[config.mk]
export PLATFORM = sky130hd
export DESIGN_NAME = lfsr_device_flat
export DESIGN_NICKNAME = d
export VERILOG_FILES = /design/src/shared/lfsr_pkg.sv /design/src/shared/lfsr_if.sv /design/src/logic/lfsr_device.sv /design/src/flat_wrapper.sv
export SDC_FILE = /design/constraint.sdc
export NUM_CORES = 1
export LEC_CHECK = 0
export ABC_AREA = 1
export BUFFER_PORTS_ARGS = -buffer_cell sky130_fd_sc_hd__buf_4
export CORE_MARGIN = 2
export CORE_UTILIZATION = 43
export DETAILED_ROUTE_END_ITERATION = 6
export GPL_ROUTABILITY_DRIVEN = 0
export PLACE_DENSITY = 0.6
export SYNTH_ARGS = -nofsm -noshare
export SYNTH_HDL_FRONTEND = slang
export SYNTH_SLANG_ARGS = --single-unit
[constraint.sdc]
create_clock -name pclk -period 2 [get_ports pclk]
set_input_delay 0 -clock pclk [delete_from_list [all_inputs] [get_ports pclk]]
set_output_delay 0 -clock pclk [all_outputs]
set_load 0.02 [all_outputs]
[src/shared/lfsr_pkg.sv]
// package: constants and types for the laser fault safety/reset block
// assumes: both ends, the checker and the bench import it
package lfsr_pkg;
  localparam int unsigned LFSR_CLK_MHZ = 200;
  localparam int unsigned LFSR_RESET_TIME_US = 50;
  localparam int unsigned LFSR_RESET_CYCLES =
    LFSR_RESET_TIME_US * LFSR_CLK_MHZ;
  localparam logic [6:0] LFSR_ADDR_MODE = 7'h00;
  localparam logic [6:0] LFSR_ADDR_TXCFG = 7'h01;
  localparam logic [6:0] LFSR_ADDR_MASK = 7'h02;
  localparam logic [6:0] LFSR_ADDR_STAT = 7'h03;
  localparam logic [6:0] LFSR_ADDR_DPC = 7'h04;
  localparam logic [6:0] LFSR_ADDR_MON = 7'h05;
  localparam logic [6:0] LFSR_ADDR_CEIL = 7'h06;
  localparam logic [6:0] LFSR_ADDR_MCEIL = 7'h08;
  localparam logic [7:0] LFSR_MODE_NORMAL = 8'h00;
  localparam logic [7:0] LFSR_MODE_SETUP = 8'h12;
  localparam logic [7:0] LFSR_MODE_FCLR = 8'h68;
  // txcfg fields
  localparam int unsigned LFSR_TXEN_BIT = 0;
  localparam int unsigned LFSR_DPOL_BIT = 1;
  localparam int unsigned LFSR_SRST_BIT = 7;
  localparam logic [7:0] LFSR_TXCFG_RST = 8'h03;
  localparam logic [7:0] LFSR_MASK_RST = 8'h00;
  // status / mask bit positions
  localparam int unsigned LFSR_F_INLOS = 0;
  localparam int unsigned LFSR_F_PD = 1;
  localparam int unsigned LFSR_F_BIAS = 2;
  localparam int unsigned LFSR_F_SUPLO = 3;
  localparam int unsigned LFSR_F_MOD = 4;
  localparam int unsigned LFSR_ST_LATCH = 5;
  localparam int unsigned LFSR_ST_RSTBUSY = 6;
  // dpc fields
  localparam int unsigned LFSR_LOOP_RUN_CMD_BIT = 0;
  localparam int unsigned LFSR_DPC_RESTART_BIT = 1;
  localparam logic [7:0] LFSR_DPC_RST = 8'h00;
  // monitor fields: [0] source select, [1] mirror enable, [3:2] gain
  localparam int unsigned LFSR_MONITOR_SOURCE_SELECT_BIT = 0;
  localparam int unsigned LFSR_MON_MIR_BIT = 1;
  localparam logic [7:0] LFSR_MON_RST = 8'h00;
  localparam logic [7:0] LFSR_CEIL_RST = 8'hFF;
  // synchroniser idle: supply low and disable high until first sampled
  localparam logic [7:0] LFSR_SYNC_RST = 8'h81;
  localparam int unsigned LFSR_NFAULT = 5;
  localparam logic [31:0] LFSR_APB_CMD = 32'h0000_0000;
  localparam logic [31:0] LFSR_APB_STAT = 32'h0000_0004;
  localparam logic [31:0] LFSR_APB_RDATA = 32'h0000_0008;
  // analog monitor selection codes
  typedef enum logic [1:0] {
    LFSR_MON_BIAS = 2'b00,
    LFSR_MON_PD = 2'b01,
    LFSR_MON_OFF = 2'b10
  } lfsr_mon_t;
endpackage

[src/shared/lfsr_if.sv]
// interface: register word port, disable pin and status between the ends
// assumes: a single pclk domain on both sides
`timescale 1ns/1ps
`default_nettype none
interface lfsr_if;
  logic req;
  logic wr;
  logic [6:0] addr;
  logic [7:0] wdata;
  logic [7:0] rdata;
  logic ack;
  logic disable_pin;
  logic fault_pin;
  modport device (input req, wr, addr, wdata, disable_pin,
    output rdata, ack, fault_pin);
  modport ctrl (output req, wr, addr, wdata, disable_pin,
    input rdata, ack, fault_pin);
endinterface
`default_nettype wire

[src/logic/lfsr_device.sv]
// laser transmitter fault supervisor and reset sequencer (device end)
// assumes: analog detector outputs arrive asynchronous and are synchronised
//
// Chosen here: the placing of the registers and the APB slave port.
`timescale 1ns/1ps
`default_nettype none
module lfsr_device
  import lfsr_pkg::*;
#(
  parameter int unsigned RESET_CYCLES = LFSR_RESET_CYCLES
)(
  // clock and reset
  input wire logic pclk,
  input wire logic presetn,
  // controller side
  lfsr_if.device bus,
  // analog supervisors (asynchronous)
  input wire logic supply_ok,
  input wire logic tx_data_stuck,
  input wire logic photodiode_short_gnd,
  input wire logic photodiode_open_high,
  input wire logic bias_pin_bad,
  input wire logic mod_pin_bad,
  input wire logic tx_output_supply_ok,
  // driver controls
  output logic bias_dac_enable,
  output logic mod_dac_enable,
  output logic drive_ceiling_limit,
  output logic [7:0] bias_ceiling,
  output logic [7:0] mod_ceiling,
  output logic dual_loop_run,
  output lfsr_mon_t monitor_route,
  output logic [1:0] photodiode_current_gain,
  output logic reset_busy
);
  // elaboration refuses a zero-length reset sequence
  if (RESET_CYCLES < 1) $error("RESET_CYCLES must be at least 1");

  localparam int NS = 8;
  logic [NS-1:0] s1_reg, s2_reg;
  logic [NS-1:0] raw;
  assign raw = {bus.disable_pin, ~tx_output_supply_ok, mod_pin_bad,
    photodiode_open_high, bias_pin_bad, photodiode_short_gnd,
    tx_data_stuck, ~supply_ok};
  always_ff @(posedge pclk or negedge presetn)
  begin
    if (!presetn)
    begin
      // idle levels, so no false disable edge follows reset
      s1_reg <= LFSR_SYNC_RST;
      s2_reg <= LFSR_SYNC_RST;
    end
    else
    begin
      s1_reg <= raw;
      s2_reg <= s1_reg;
    end
  end
  logic supply_low, dis_pin;
  assign supply_low = s2_reg[0] | s2_reg[6];
  assign dis_pin = s2_reg[7];

  logic [7:0] txcfg_reg, mask_reg, dpc_reg, mon_reg, bceil_reg, mceil_reg;
  logic [4:0] flag_reg;
  logic latch_reg, loop_halt_reg, dis_prev_reg;
  logic [$clog2(RESET_CYCLES+1)-1:0] rcnt_reg;
  logic soft_rst, por_hold, in_rst, wr_hit, fault_clear, trip;
  logic [4:0] det;

  assign por_hold = s2_reg[0];
  // take each write once: req still stands in the ack cycle
  assign wr_hit = bus.req & bus.wr & ~bus.ack & ~in_rst;
  assign soft_rst = wr_hit & (bus.addr == LFSR_ADDR_TXCFG) &
    bus.wdata[LFSR_SRST_BIT];
  assign in_rst = por_hold | (rcnt_reg != '0);

  // reset timer: held while main supply (supply_ok) low, counts down after
  always_ff @(posedge pclk or negedge presetn)
  begin
    if (!presetn)
      rcnt_reg <= $bits(rcnt_reg)'(RESET_CYCLES);
    else if (por_hold | soft_rst)
      rcnt_reg <= $bits(rcnt_reg)'(RESET_CYCLES);
    else if (rcnt_reg != '0)
      rcnt_reg <= rcnt_reg - 1'b1;
  end
  assign reset_busy = in_rst;

  // configuration registers; any reset loads defaults
  always_ff @(posedge pclk or negedge presetn)
  begin
    if (!presetn)
    begin
      txcfg_reg <= LFSR_TXCFG_RST;
      mask_reg <= LFSR_MASK_RST;
      mon_reg <= LFSR_MON_RST;
      bceil_reg <= LFSR_CEIL_RST;
      mceil_reg <= LFSR_CEIL_RST;
    end
    else if (in_rst | soft_rst)
    begin
      txcfg_reg <= LFSR_TXCFG_RST;
      mask_reg <= LFSR_MASK_RST;
      mon_reg <= LFSR_MON_RST;
      bceil_reg <= LFSR_CEIL_RST;
      mceil_reg <= LFSR_CEIL_RST;
    end
    else if (wr_hit)
    begin
      unique case (bus.addr)
        LFSR_ADDR_TXCFG: txcfg_reg <= {1'b0, bus.wdata[6:0]};
        LFSR_ADDR_MASK: mask_reg <= {3'b000, bus.wdata[4:0]};
        LFSR_ADDR_MON: mon_reg <= {4'h0, bus.wdata[3:0]};
        LFSR_ADDR_CEIL: bceil_reg <= bus.wdata;
        LFSR_ADDR_MCEIL: mceil_reg <= bus.wdata;
        default: ;
      endcase
    end
  end

  // fault detection and latching
  assign det[LFSR_F_INLOS] = s2_reg[1];
  assign det[LFSR_F_PD] = s2_reg[2];
  assign det[LFSR_F_BIAS] = s2_reg[3];
  assign det[LFSR_F_SUPLO] = s2_reg[6];
  assign det[LFSR_F_MOD] = s2_reg[5];
  assign trip = |(det & ~mask_reg[4:0]);
  // a rising or falling disable edge both count as a toggle
  assign fault_clear = (dis_pin != dis_prev_reg) |
    (wr_hit & (bus.addr == LFSR_ADDR_MODE) &
    (bus.wdata == LFSR_MODE_FCLR));

  always_ff @(posedge pclk or negedge presetn)
  begin
    if (!presetn)
      dis_prev_reg <= 1'b1;
    else
      dis_prev_reg <= dis_pin;
  end

  // flags and latch: a detection in the clearing cycle survives
  always_ff @(posedge pclk or negedge presetn)
  begin
    if (!presetn)
    begin
      flag_reg <= '0;
      latch_reg <= 1'b0;
    end
    else if (in_rst)
    begin
      flag_reg <= det | {1'b0, supply_low, 3'b000};
      latch_reg <= 1'b0;
    end
    else
    begin
      flag_reg <= (fault_clear ? 5'b00000 : flag_reg) | det;
      latch_reg <= (latch_reg & ~fault_clear) | trip;
    end
  end

  // loop run control: photodiode fault halts regardless of mask
  always_ff @(posedge pclk or negedge presetn)
  begin
    if (!presetn)
    begin
      dpc_reg <= LFSR_DPC_RST;
      loop_halt_reg <= 1'b0;
    end
    else if (in_rst)
    begin
      dpc_reg <= LFSR_DPC_RST;
      loop_halt_reg <= 1'b0;
    end
    else if (det[LFSR_F_PD] | trip)
    begin
      loop_halt_reg <= 1'b1;
      dpc_reg[LFSR_LOOP_RUN_CMD_BIT] <= 1'b0;
    end
    else if (wr_hit & (bus.addr == LFSR_ADDR_DPC) &
      (bus.wdata[LFSR_LOOP_RUN_CMD_BIT] | bus.wdata[LFSR_DPC_RESTART_BIT]))
    begin
      loop_halt_reg <= 1'b0;
      dpc_reg[LFSR_LOOP_RUN_CMD_BIT] <= 1'b1;
    end
  end

  logic tx_off;
  // default polarity: high (or floating, pulled high) disables
  assign tx_off = txcfg_reg[LFSR_DPOL_BIT] ? dis_pin : ~dis_pin;

  always_ff @(posedge pclk or negedge presetn)
  begin
    if (!presetn)
    begin
      bias_dac_enable <= 1'b0;
      mod_dac_enable <= 1'b0;
      bus.fault_pin <= 1'b0;
      drive_ceiling_limit <= 1'b0;
      dual_loop_run <= 1'b0;
    end
    else
    begin
      bias_dac_enable <= ~in_rst & ~latch_reg & ~trip & ~tx_off &
        txcfg_reg[LFSR_TXEN_BIT] & ~det[LFSR_F_SUPLO];
      mod_dac_enable <= ~in_rst & ~latch_reg & ~trip & ~tx_off &
        txcfg_reg[LFSR_TXEN_BIT] & ~det[LFSR_F_SUPLO];
      bus.fault_pin <= latch_reg;
      drive_ceiling_limit <= s2_reg[4];
      dual_loop_run <= dpc_reg[LFSR_LOOP_RUN_CMD_BIT] & ~loop_halt_reg;
    end
  end
  assign bias_ceiling = bceil_reg;
  assign mod_ceiling = mceil_reg;
  assign photodiode_current_gain = mon_reg[3:2];

  // analog monitor routing
  always_comb
  begin
    if (!mon_reg[LFSR_MONITOR_SOURCE_SELECT_BIT])
      monitor_route = LFSR_MON_BIAS;
    else if (mon_reg[LFSR_MON_MIR_BIT])
      monitor_route = LFSR_MON_PD;
    else
      monitor_route = LFSR_MON_OFF;
  end

  // read port: one-cycle ack, data registered
  always_ff @(posedge pclk or negedge presetn)
  begin
    if (!presetn)
    begin
      bus.ack <= 1'b0;
      bus.rdata <= 8'h00;
    end
    else
    begin
      bus.ack <= bus.req & ~bus.ack;
      if (bus.req & ~bus.wr)
      begin
        unique case (bus.addr)
          LFSR_ADDR_TXCFG: bus.rdata <= txcfg_reg;
          LFSR_ADDR_MASK: bus.rdata <= mask_reg;
          LFSR_ADDR_STAT: bus.rdata <= {1'b0, in_rst, latch_reg,
            flag_reg | {1'b0, supply_low, 3'b000}};
          LFSR_ADDR_DPC: bus.rdata <= {7'h00, dual_loop_run};
          LFSR_ADDR_MON: bus.rdata <= mon_reg;
          LFSR_ADDR_CEIL: bus.rdata <= bceil_reg;
          default: bus.rdata <= 8'h00;
        endcase
      end
    end
  end
endmodule
`default_nettype wire

[src/flat_wrapper.sv]
// flat-port wrapper written by rule: the top's interface ports become plain ports
module lfsr_device_flat import lfsr_pkg::*;
#(
  parameter int unsigned RESET_CYCLES = LFSR_RESET_CYCLES
)
  (pclk, presetn, supply_ok, tx_data_stuck, photodiode_short_gnd, photodiode_open_high, bias_pin_bad, mod_pin_bad, tx_output_supply_ok, bias_dac_enable, mod_dac_enable, drive_ceiling_limit, bias_ceiling, mod_ceiling, dual_loop_run, monitor_route, photodiode_current_gain, reset_busy, bus_req, bus_wr, bus_addr, bus_wdata, bus_disable_pin, bus_rdata, bus_ack, bus_fault_pin);
  lfsr_if bus_i ();
  input wire logic pclk;
  input wire logic presetn;
  input wire logic supply_ok;
  input wire logic tx_data_stuck;
  input wire logic photodiode_short_gnd;
  input wire logic photodiode_open_high;
  input wire logic bias_pin_bad;
  input wire logic mod_pin_bad;
  input wire logic tx_output_supply_ok;
  output logic bias_dac_enable;
  output logic mod_dac_enable;
  output logic drive_ceiling_limit;
  output logic [7:0] bias_ceiling;
  output logic [7:0] mod_ceiling;
  output logic dual_loop_run;
  output lfsr_mon_t monitor_route;
  output logic [1:0] photodiode_current_gain;
  output logic reset_busy;
  input wire logic [$bits(bus_i.req)-1:0] bus_req;
  input wire logic [$bits(bus_i.wr)-1:0] bus_wr;
  input wire logic [$bits(bus_i.addr)-1:0] bus_addr;
  input wire logic [$bits(bus_i.wdata)-1:0] bus_wdata;
  input wire logic [$bits(bus_i.disable_pin)-1:0] bus_disable_pin;
  output wire logic [$bits(bus_i.rdata)-1:0] bus_rdata;
  output wire logic [$bits(bus_i.ack)-1:0] bus_ack;
  output wire logic [$bits(bus_i.fault_pin)-1:0] bus_fault_pin;
  assign bus_i.req = bus_req;
  assign bus_i.wr = bus_wr;
  assign bus_i.addr = bus_addr;
  assign bus_i.wdata = bus_wdata;
  assign bus_i.disable_pin = bus_disable_pin;
  assign bus_rdata = bus_i.rdata;
  assign bus_ack = bus_i.ack;
  assign bus_fault_pin = bus_i.fault_pin;
  lfsr_device #(.RESET_CYCLES(RESET_CYCLES)) u_core (.pclk(pclk), .presetn(presetn), .bus(bus_i), .supply_ok(supply_ok), .tx_data_stuck(tx_data_stuck), .photodiode_short_gnd(photodiode_short_gnd), .photodiode_open_high(photodiode_open_high), .bias_pin_bad(bias_pin_bad), .mod_pin_bad(mod_pin_bad), .tx_output_supply_ok(tx_output_supply_ok), .bias_dac_enable(bias_dac_enable), .mod_dac_enable(mod_dac_enable), .drive_ceiling_limit(drive_ceiling_limit), .bias_ceiling(bias_ceiling), .mod_ceiling(mod_ceiling), .dual_loop_run(dual_loop_run), .monitor_route(monitor_route), .photodiode_current_gain(photodiode_current_gain), .reset_busy(reset_busy));
endmodule
==> results.sh, run 1 <==
export IMPL_synthToLayoutAreaGrowth_pct=26.0
export IMPL_status="finished, final reports clean"
export IMPL_rsz0062_at_grt="false"
export IMPL_p_leak_nw=2.63
export IMPL_cts_tree="yes"
export IMPL_io_pins=62
export IMPL_port_buffers=61
export IMPL_antenna_cells=0
export IMPL_relSlewSlack_pct=64.8
export IMPL_worstPathArrival_ns=2.15
export IMPL_power_density_nw_per_um2=643
export IMPL_maxCapViolCount=0
export IMPL_finalMaxSlewViolations=0
export IMPL_hold_path_depth=4
export IMPL_synth_fp_nets=505
export IMPL_fin_skew_ns=0.0141
export IMPL_start_util_pct=44.7
export IMPL_layout_nets=599
export IMPL_synth_yosys_warnings=0
export IMPL_critPathKind="reg2reg"
export IMPL_overflow=0
export IMPL_synthCells=476
export IMPL_synth_area_sq_um=4150
export IMPL_vias_per_cell=4.76
export IMPL_fin_crit_sh_pct=92.5
export IMPL_vdd_drop_max_mv=0.382
export IMPL_fin_cells=704
export IMPL_drt_iter0_drc=160
export IMPL_cp_startpoint="u_core.rcnt_reg[0]"
export IMPL_placed_cell_area_sq_um=4750
export IMPL_ant_nets=0
export IMPL_firstDrtPassIters=4
export IMPL_rows=35
export IMPL_tns_ns=0
export IMPL_core_area_sq_um=9280
export IMPL_yosys_register_bits=84
export IMPL_worstRegToRegCells=13
export IMPL_drc=0
export IMPL_critPathCaptureType="flip-flop"
export IMPL_path_cells="inv_2, ha_1, inv_1, nor2_1, nand2_1, nor2_4, nand2_2, a31oi_4, buf_12, buf_6, nand3_1, nand2_1, inv_1"
export IMPL_utilization_pct=56.3
export IMPL_r2r_slack_ns=0.15
export IMPL_min_from="bus_wdata[7]"
export IMPL_htree_levels=3
export IMPL_cts_root_buf="clkbuf_8"
export IMPL_rr_startpoint="u_core.rcnt_reg[0]"
export IMPL_avgSynthCellArea_sq_um=8.71
export IMPL_grt_pass1_vias=3181
export IMPL_post_drt_wl_per_cell_um=14.0
export IMPL_synth_cell_type_count=36
export IMPL_final_hold_viol_count=0
export IMPL_crit_required_ns=2.30
export IMPL_dp_cells=664
export IMPL_clockBufferDepth=2
export IMPL_hpwl_mm=6.91
export IMPL_largest_reg_flops=14
export IMPL_numCtsBuffers=9
export IMPL_grt_max_degree=45
export IMPL_grt_pass1_wl_mm=15.8
export IMPL_worst_pin_slew_ns=0.528
export IMPL_fp_dieH_um=102
export IMPL_final_layout_size_suffix_gt1_share_pct=28.2
export IMPL_critPathSlowestCell="dfrtp_1"
export IMPL_die_area_sq_um=10400
export IMPL_antenna_found_initial=0
export IMPL_cp_max_fo=11
export IMPL_clk_latency_ns=0.36
export IMPL_max_stage_delay_ns=0.39
export IMPL_cp_start_kind="flip-flop"
export IMPL_track_usage_pct=19.8
export IMPL_fmax_mhz=540
export IMPL_finalInstanceArea_sq_um=5220
export IMPL_clock_sinks=84
export IMPL_hold_path_class="in2reg"
export IMPL_setup_viol=0
export IMPL_vias=3350
export IMPL_yosysSeqAreaShare_pct=51.5
export IMPL_chipWidth_um=102
export IMPL_cts_clk_slew_worst_paths_ns=0.09
export IMPL_final_common_cell="nand2_1"
export IMPL_drt_wl_total_mm=9.86
export IMPL_period_minus_slack_ns=1.85
export IMPL_layout_common_cells="104 x nand2_1, 82 x inv_1, 67 x buf_4"
cells by family after synthesis:
logic type	share of synthesized area [%]
fa+ha+maj	0.603
compound gates	6.58
flops	51.5
simple gates	27.7
xor+xnor	2.96
buf+inv	10.6
per-stage QoR:
stage               power [mW]  hold slack (ns)  worst slack (ns)
global placement          2.18           0.0251             0.206
finish                    3.36           0.0352             0.150
detailed placement        2.18           0.0250             0.151
global route              3.53           0.0284            0.0205
CTS                       3.39           0.0209             0.119
floorplan                 2.03           -0.296             0.342
power by group:
group | internal, mW | total, mW | leakage (nW) | switching (mW)
sequential | 1.77 | 1.82 | 1.02 | 0.0466
combinational | 0.151 | 0.361 | 1.52 | 0.210
clock | 0.482 | 1.18 | 0.0907 | 0.702
worst max-delay path, delay by kind of cell (launching register included):
family                   cells  cell delay [ns]
flip-flops                   1             0.39
buffers and inverters        5             0.51
adder cells (fa/ha/maj)      1             0.15
AND/OR/NAND/NOR              6             0.50
AO/OA/AOI/OAI                1             0.24
synth_stat cells:
cell / instances / area share, %
or2_2: 1 / 0.15
a21oi_1: 4 / 0.48
xnor2_1: 6 / 1.3
nand3_1: 55 / 6.6
o21bai_1: 4 / 0.72
xor2_1: 8 / 1.7
nor2_2: 4 / 0.60
and3_1: 1 / 0.15
ha_1: 2 / 0.60
o21ai_2: 10 / 2.1
a31oi_4: 1 / 0.51
nand3_4: 1 / 0.42
o21ai_0: 11 / 1.3
buf_4: 3 / 0.54
nor2_1: 38 / 3.4
nand2_2: 6 / 0.91
buf_6: 5 / 1.4
buf_8: 1 / 0.36
nor3_1: 12 / 1.4
buf_2: 1 / 0.12
nor2_8: 2 / 0.97
clkinv_2: 1 / 0.12
o211ai_1: 2 / 0.36
o221ai_1: 2 / 0.42
dfstp_2: 28 / 18
inv_1: 83 / 7.5
nor4_1: 1 / 0.15
dfrtp_1: 56 / 34
nand2_1: 104 / 9.4
inv_2: 3 / 0.27
nand4_1: 3 / 0.45
o31ai_1: 1 / 0.18
inv_4: 2 / 0.30
nor2_4: 6 / 1.6
o22ai_1: 3 / 0.45
nand2_4: 5 / 1.4
per-layer routing:
metal / vias to the layer above / GRT usage [%] / wire length (um) / part of all wire, %
li1: 1664 / - / - / -
met5: - / 0 / 0 / 0
met3: 12 / 4.86 / 613 / 6.2
met1: 1586 / 28.1 / 4500 / 46
met4: 0 / 4.31 / 98 / 0.99
met2: 88 / 31.0 / 4640 / 47
layout make-up:
type / instances / area (sq um)
clock inverters: 7 / 63.8
inverters: 89 / 340
well taps: 129 / 161
flip-flops and latches: 84 / 2140
multi-input cells: 293 / 1570
clock buffers: 9 / 124
repair buffers: 93 / 827
fillers: 883 / 4060
final timing paths:
kind | endpoint
worst min register to register | u_core.s2_reg[4]
worst max register to register | u_core.bias_ceiling[5]
worst max-delay path | u_core.bias_ceiling[5]
worst min-delay path | u_core.rcnt_reg[1]
max in group asynchronous | u_core.bias_ceiling[4]
min in group asynchronous | u_core.rcnt_reg[11]
repair_timing:
| item | in CTS | in global routing |
|---|---|---|
| hold endpoints to repair | 71 | 0 |
| setup buffers | 0 | 1 |
| resized for setup | 0 | 1 |
| hold buffers | 18 | 0 |
| endpoints found under the setup margin | 0 | 15 |
Note: power is estimated with default switching activity, not from simulation.
==> run 2: changes to the inputs <==
--- a/config.mk
+++ b/config.mk
@@ -11,6 +11,7 @@
 export CORE_UTILIZATION = 43
 export DETAILED_ROUTE_END_ITERATION = 6
 export GPL_ROUTABILITY_DRIVEN = 0
+export HOLD_SLACK_MARGIN = 0.06
 export PLACE_DENSITY = 0.6
 export SYNTH_ARGS = -nofsm -noshare
 export SYNTH_HDL_FRONTEND = slang
==> constraint.sdc (replaced) <==
create_clock -name pclk -period 2 [get_ports pclk]
set_input_delay 0.1 -clock pclk [delete_from_list [all_inputs] [get_ports pclk]]
set_output_delay 0.1 -clock pclk [all_outputs]
set_load 0.02 [all_outputs]
==> run 2 against run 1 <==
Against the previous run:
- clock-buffer cell count unchanged
- power increased by 0.34%
- utilization decreased by 0.82 points
- die area unchanged
- first-iteration DRC count increased by 18%
- largest power group unchanged
- highest routed layer unchanged
==> results.sh, run 2 (same netlist as run 1, synthesis figures left out) <==
export IMPL_status="finished, final reports clean"
export IMPL_fin_crit_sh_pct=93.1
export IMPL_worst_pin_slew_ns=0.397
export IMPL_path_cells="inv_1, ha_1, inv_1, nor2_1, nand2_1, nor2_4, nand2_4, buf_4, buf_4"
export IMPL_fp_dieH_um=102
export IMPL_clk_latency_ns=0.36
export IMPL_antenna_cells=0
export IMPL_htree_levels=3
export IMPL_rows=35
export IMPL_critPathKind="reg2out"
export IMPL_dp_cells=665
export IMPL_largest_reg_flops=14
export IMPL_numCtsBuffers=9
export IMPL_vdd_drop_max_mv=0.401
export IMPL_cts_root_buf="clkbuf_8"
export IMPL_io_pins=62
export IMPL_clockBufferDepth=2
export IMPL_r2r_slack_ns=0.19
export IMPL_fin_cells=701
export IMPL_layout_common_cells="104 x nand2_1, 82 x inv_1, 71 x buf_4"
export IMPL_p_total_mw=3.37
export IMPL_die_area_sq_um=10400
export IMPL_setup_viol=0
export IMPL_hold_path_class="in2reg"
export IMPL_vias=3334
export IMPL_ant_nets=0
export IMPL_maxCapViolCount=0
export IMPL_chipWidth_um=102
export IMPL_relSlewSlack_pct=73.4
export IMPL_timing_rr_end="u_core.mask_reg[3]"
export IMPL_vias_per_cell=4.76
export IMPL_hold_path_depth=4
export IMPL_final_layout_size_suffix_gt1_share_pct=28.0
export IMPL_drt_iter0_drc=189
export IMPL_critPathSlowestCell="dfrtp_1"
export IMPL_firstDrtPassIters=4
export IMPL_overflow=0
export IMPL_grt_pass1_vias=3228
export IMPL_max_stage_delay_ns=0.41
export IMPL_fmax_mhz=537
export IMPL_antenna_found_initial=0
export IMPL_rr_startpoint="u_core.rcnt_reg[1]"
export IMPL_p_leak_nw=2.62
export IMPL_finalMaxSlewViolations=0
export IMPL_grt_max_degree=48
export IMPL_critPathCaptureType="output port"
export IMPL_cp_start_kind="flip-flop"
export IMPL_tns_ns=0
export IMPL_power_density_nw_per_um2=655
export IMPL_hpwl_mm=7.00
export IMPL_min_from="bus_wr"
export IMPL_synthToLayoutAreaGrowth_pct=24.1
export IMPL_crit_required_ns=1.90
export IMPL_drc=0
export IMPL_period_minus_slack_ns=1.86
export IMPL_hold_end="u_core.bus.rdata[6]"
export IMPL_port_buffers=61
export IMPL_cp_startpoint="u_core.rcnt_reg[1]"
export IMPL_post_drt_wl_per_cell_um=13.6
export IMPL_core_area_sq_um=9280
export IMPL_worstRegToRegCells=11
export IMPL_cts_tree="yes"
export IMPL_cts_clk_slew_worst_paths_ns=0.09
export IMPL_cp_max_fo=7
export IMPL_dp_slack_ns=0.143
export IMPL_worstPathArrival_ns=1.76
export IMPL_final_hold_viol_count=0
export IMPL_layout_nets=596
export IMPL_final_common_cell="nand2_1"
export IMPL_track_usage_pct=19.5
export IMPL_start_util_pct=44.7
export IMPL_fin_skew_ns=0.0191
export IMPL_drt_wl_total_mm=9.50
export IMPL_setup_ws_ns=0.137
export IMPL_grt_pass1_wl_mm=15.6
export IMPL_clock_sinks=84
[run 2: layout make-up]
cell class / count / area [sq um]
fillers: 905 / 4140
flip-flops and latches: 84 / 2140
clock inverters: 7 / 66.3
well taps: 129 / 161
repair buffers: 90 / 743
multi-input cells: 293 / 1580
clock buffers: 9 / 124
inverters: 89 / 340
[run 2: how the worst max path moves through the flow]
| stage | endpoint | slack [ns] | cells past startpoint |
|---|---|---|---|
| after floorplan | u_core.txcfg_reg[2] | 0.34 | 14 |
| after global placement | u_core.mask_reg[0] | 0.19 | 11 |
| after detailed placement | u_core.mask_reg[3] | 0.14 | 11 |
| after CTS | reset_busy | 0.05 | 9 |
| after global routing | reset_busy | -0.006 | 9 |
| final | reset_busy | 0.14 | 9 |
[run 2: timing repair]
item | CTS | global route
hold buffers | 17 | 0
buffers inserted | 0 | 3
endpoints found under the setup margin | 0 | 32
hold endpoints to repair | 88 | 0
resized for setup | 0 | 2
[run 2: layer usage]
| layer | track usage (%) | share of wire (%) | vias up |
|---|---|---|---|
| li1 | - | - | 1661 |
| met1 | 27.4 | 46 | 1590 |
| met2 | 30.4 | 48 | 75 |
| met3 | 4.10 | 4.9 | 8 |
| met4 | 6.05 | 0.94 | 0 |
| met5 | 0 | 0 | - |
[run 2: power breakdown]
group	switching, mW	total, mW	internal, mW
Combinational	0.212	0.370	0.157
Clock	0.699	1.18	0.486
Sequential	0.0483	1.82	1.77
[run 2: critical path, delay by kind of cell, from the launching register on]
family                     cells  cell delay [ns]
buffers and inverters          4             0.47
adders and majority gates      1             0.14
and+or+nand+nor                4             0.40
DFF                            1             0.41
[run 2: through the flow]
| step | hold slack [ns] | util [%] | instance area [sq um] |
|---|---|---|---|
| 2_1_floorplan | -0.196 | - | 4150 |
| 3_3_place_gp | 0.0323 | 51.3 | 4760 |
| 3_5_place_dp | 0.0316 | 51.3 | 4760 |
| 4_1_cts | 0.0634 | 55.1 | 5120 |
| 5_1_grt | 0.117 | 55.4 | 5150 |
| 6_report | 0.0723 | 55.4 | 5150 |
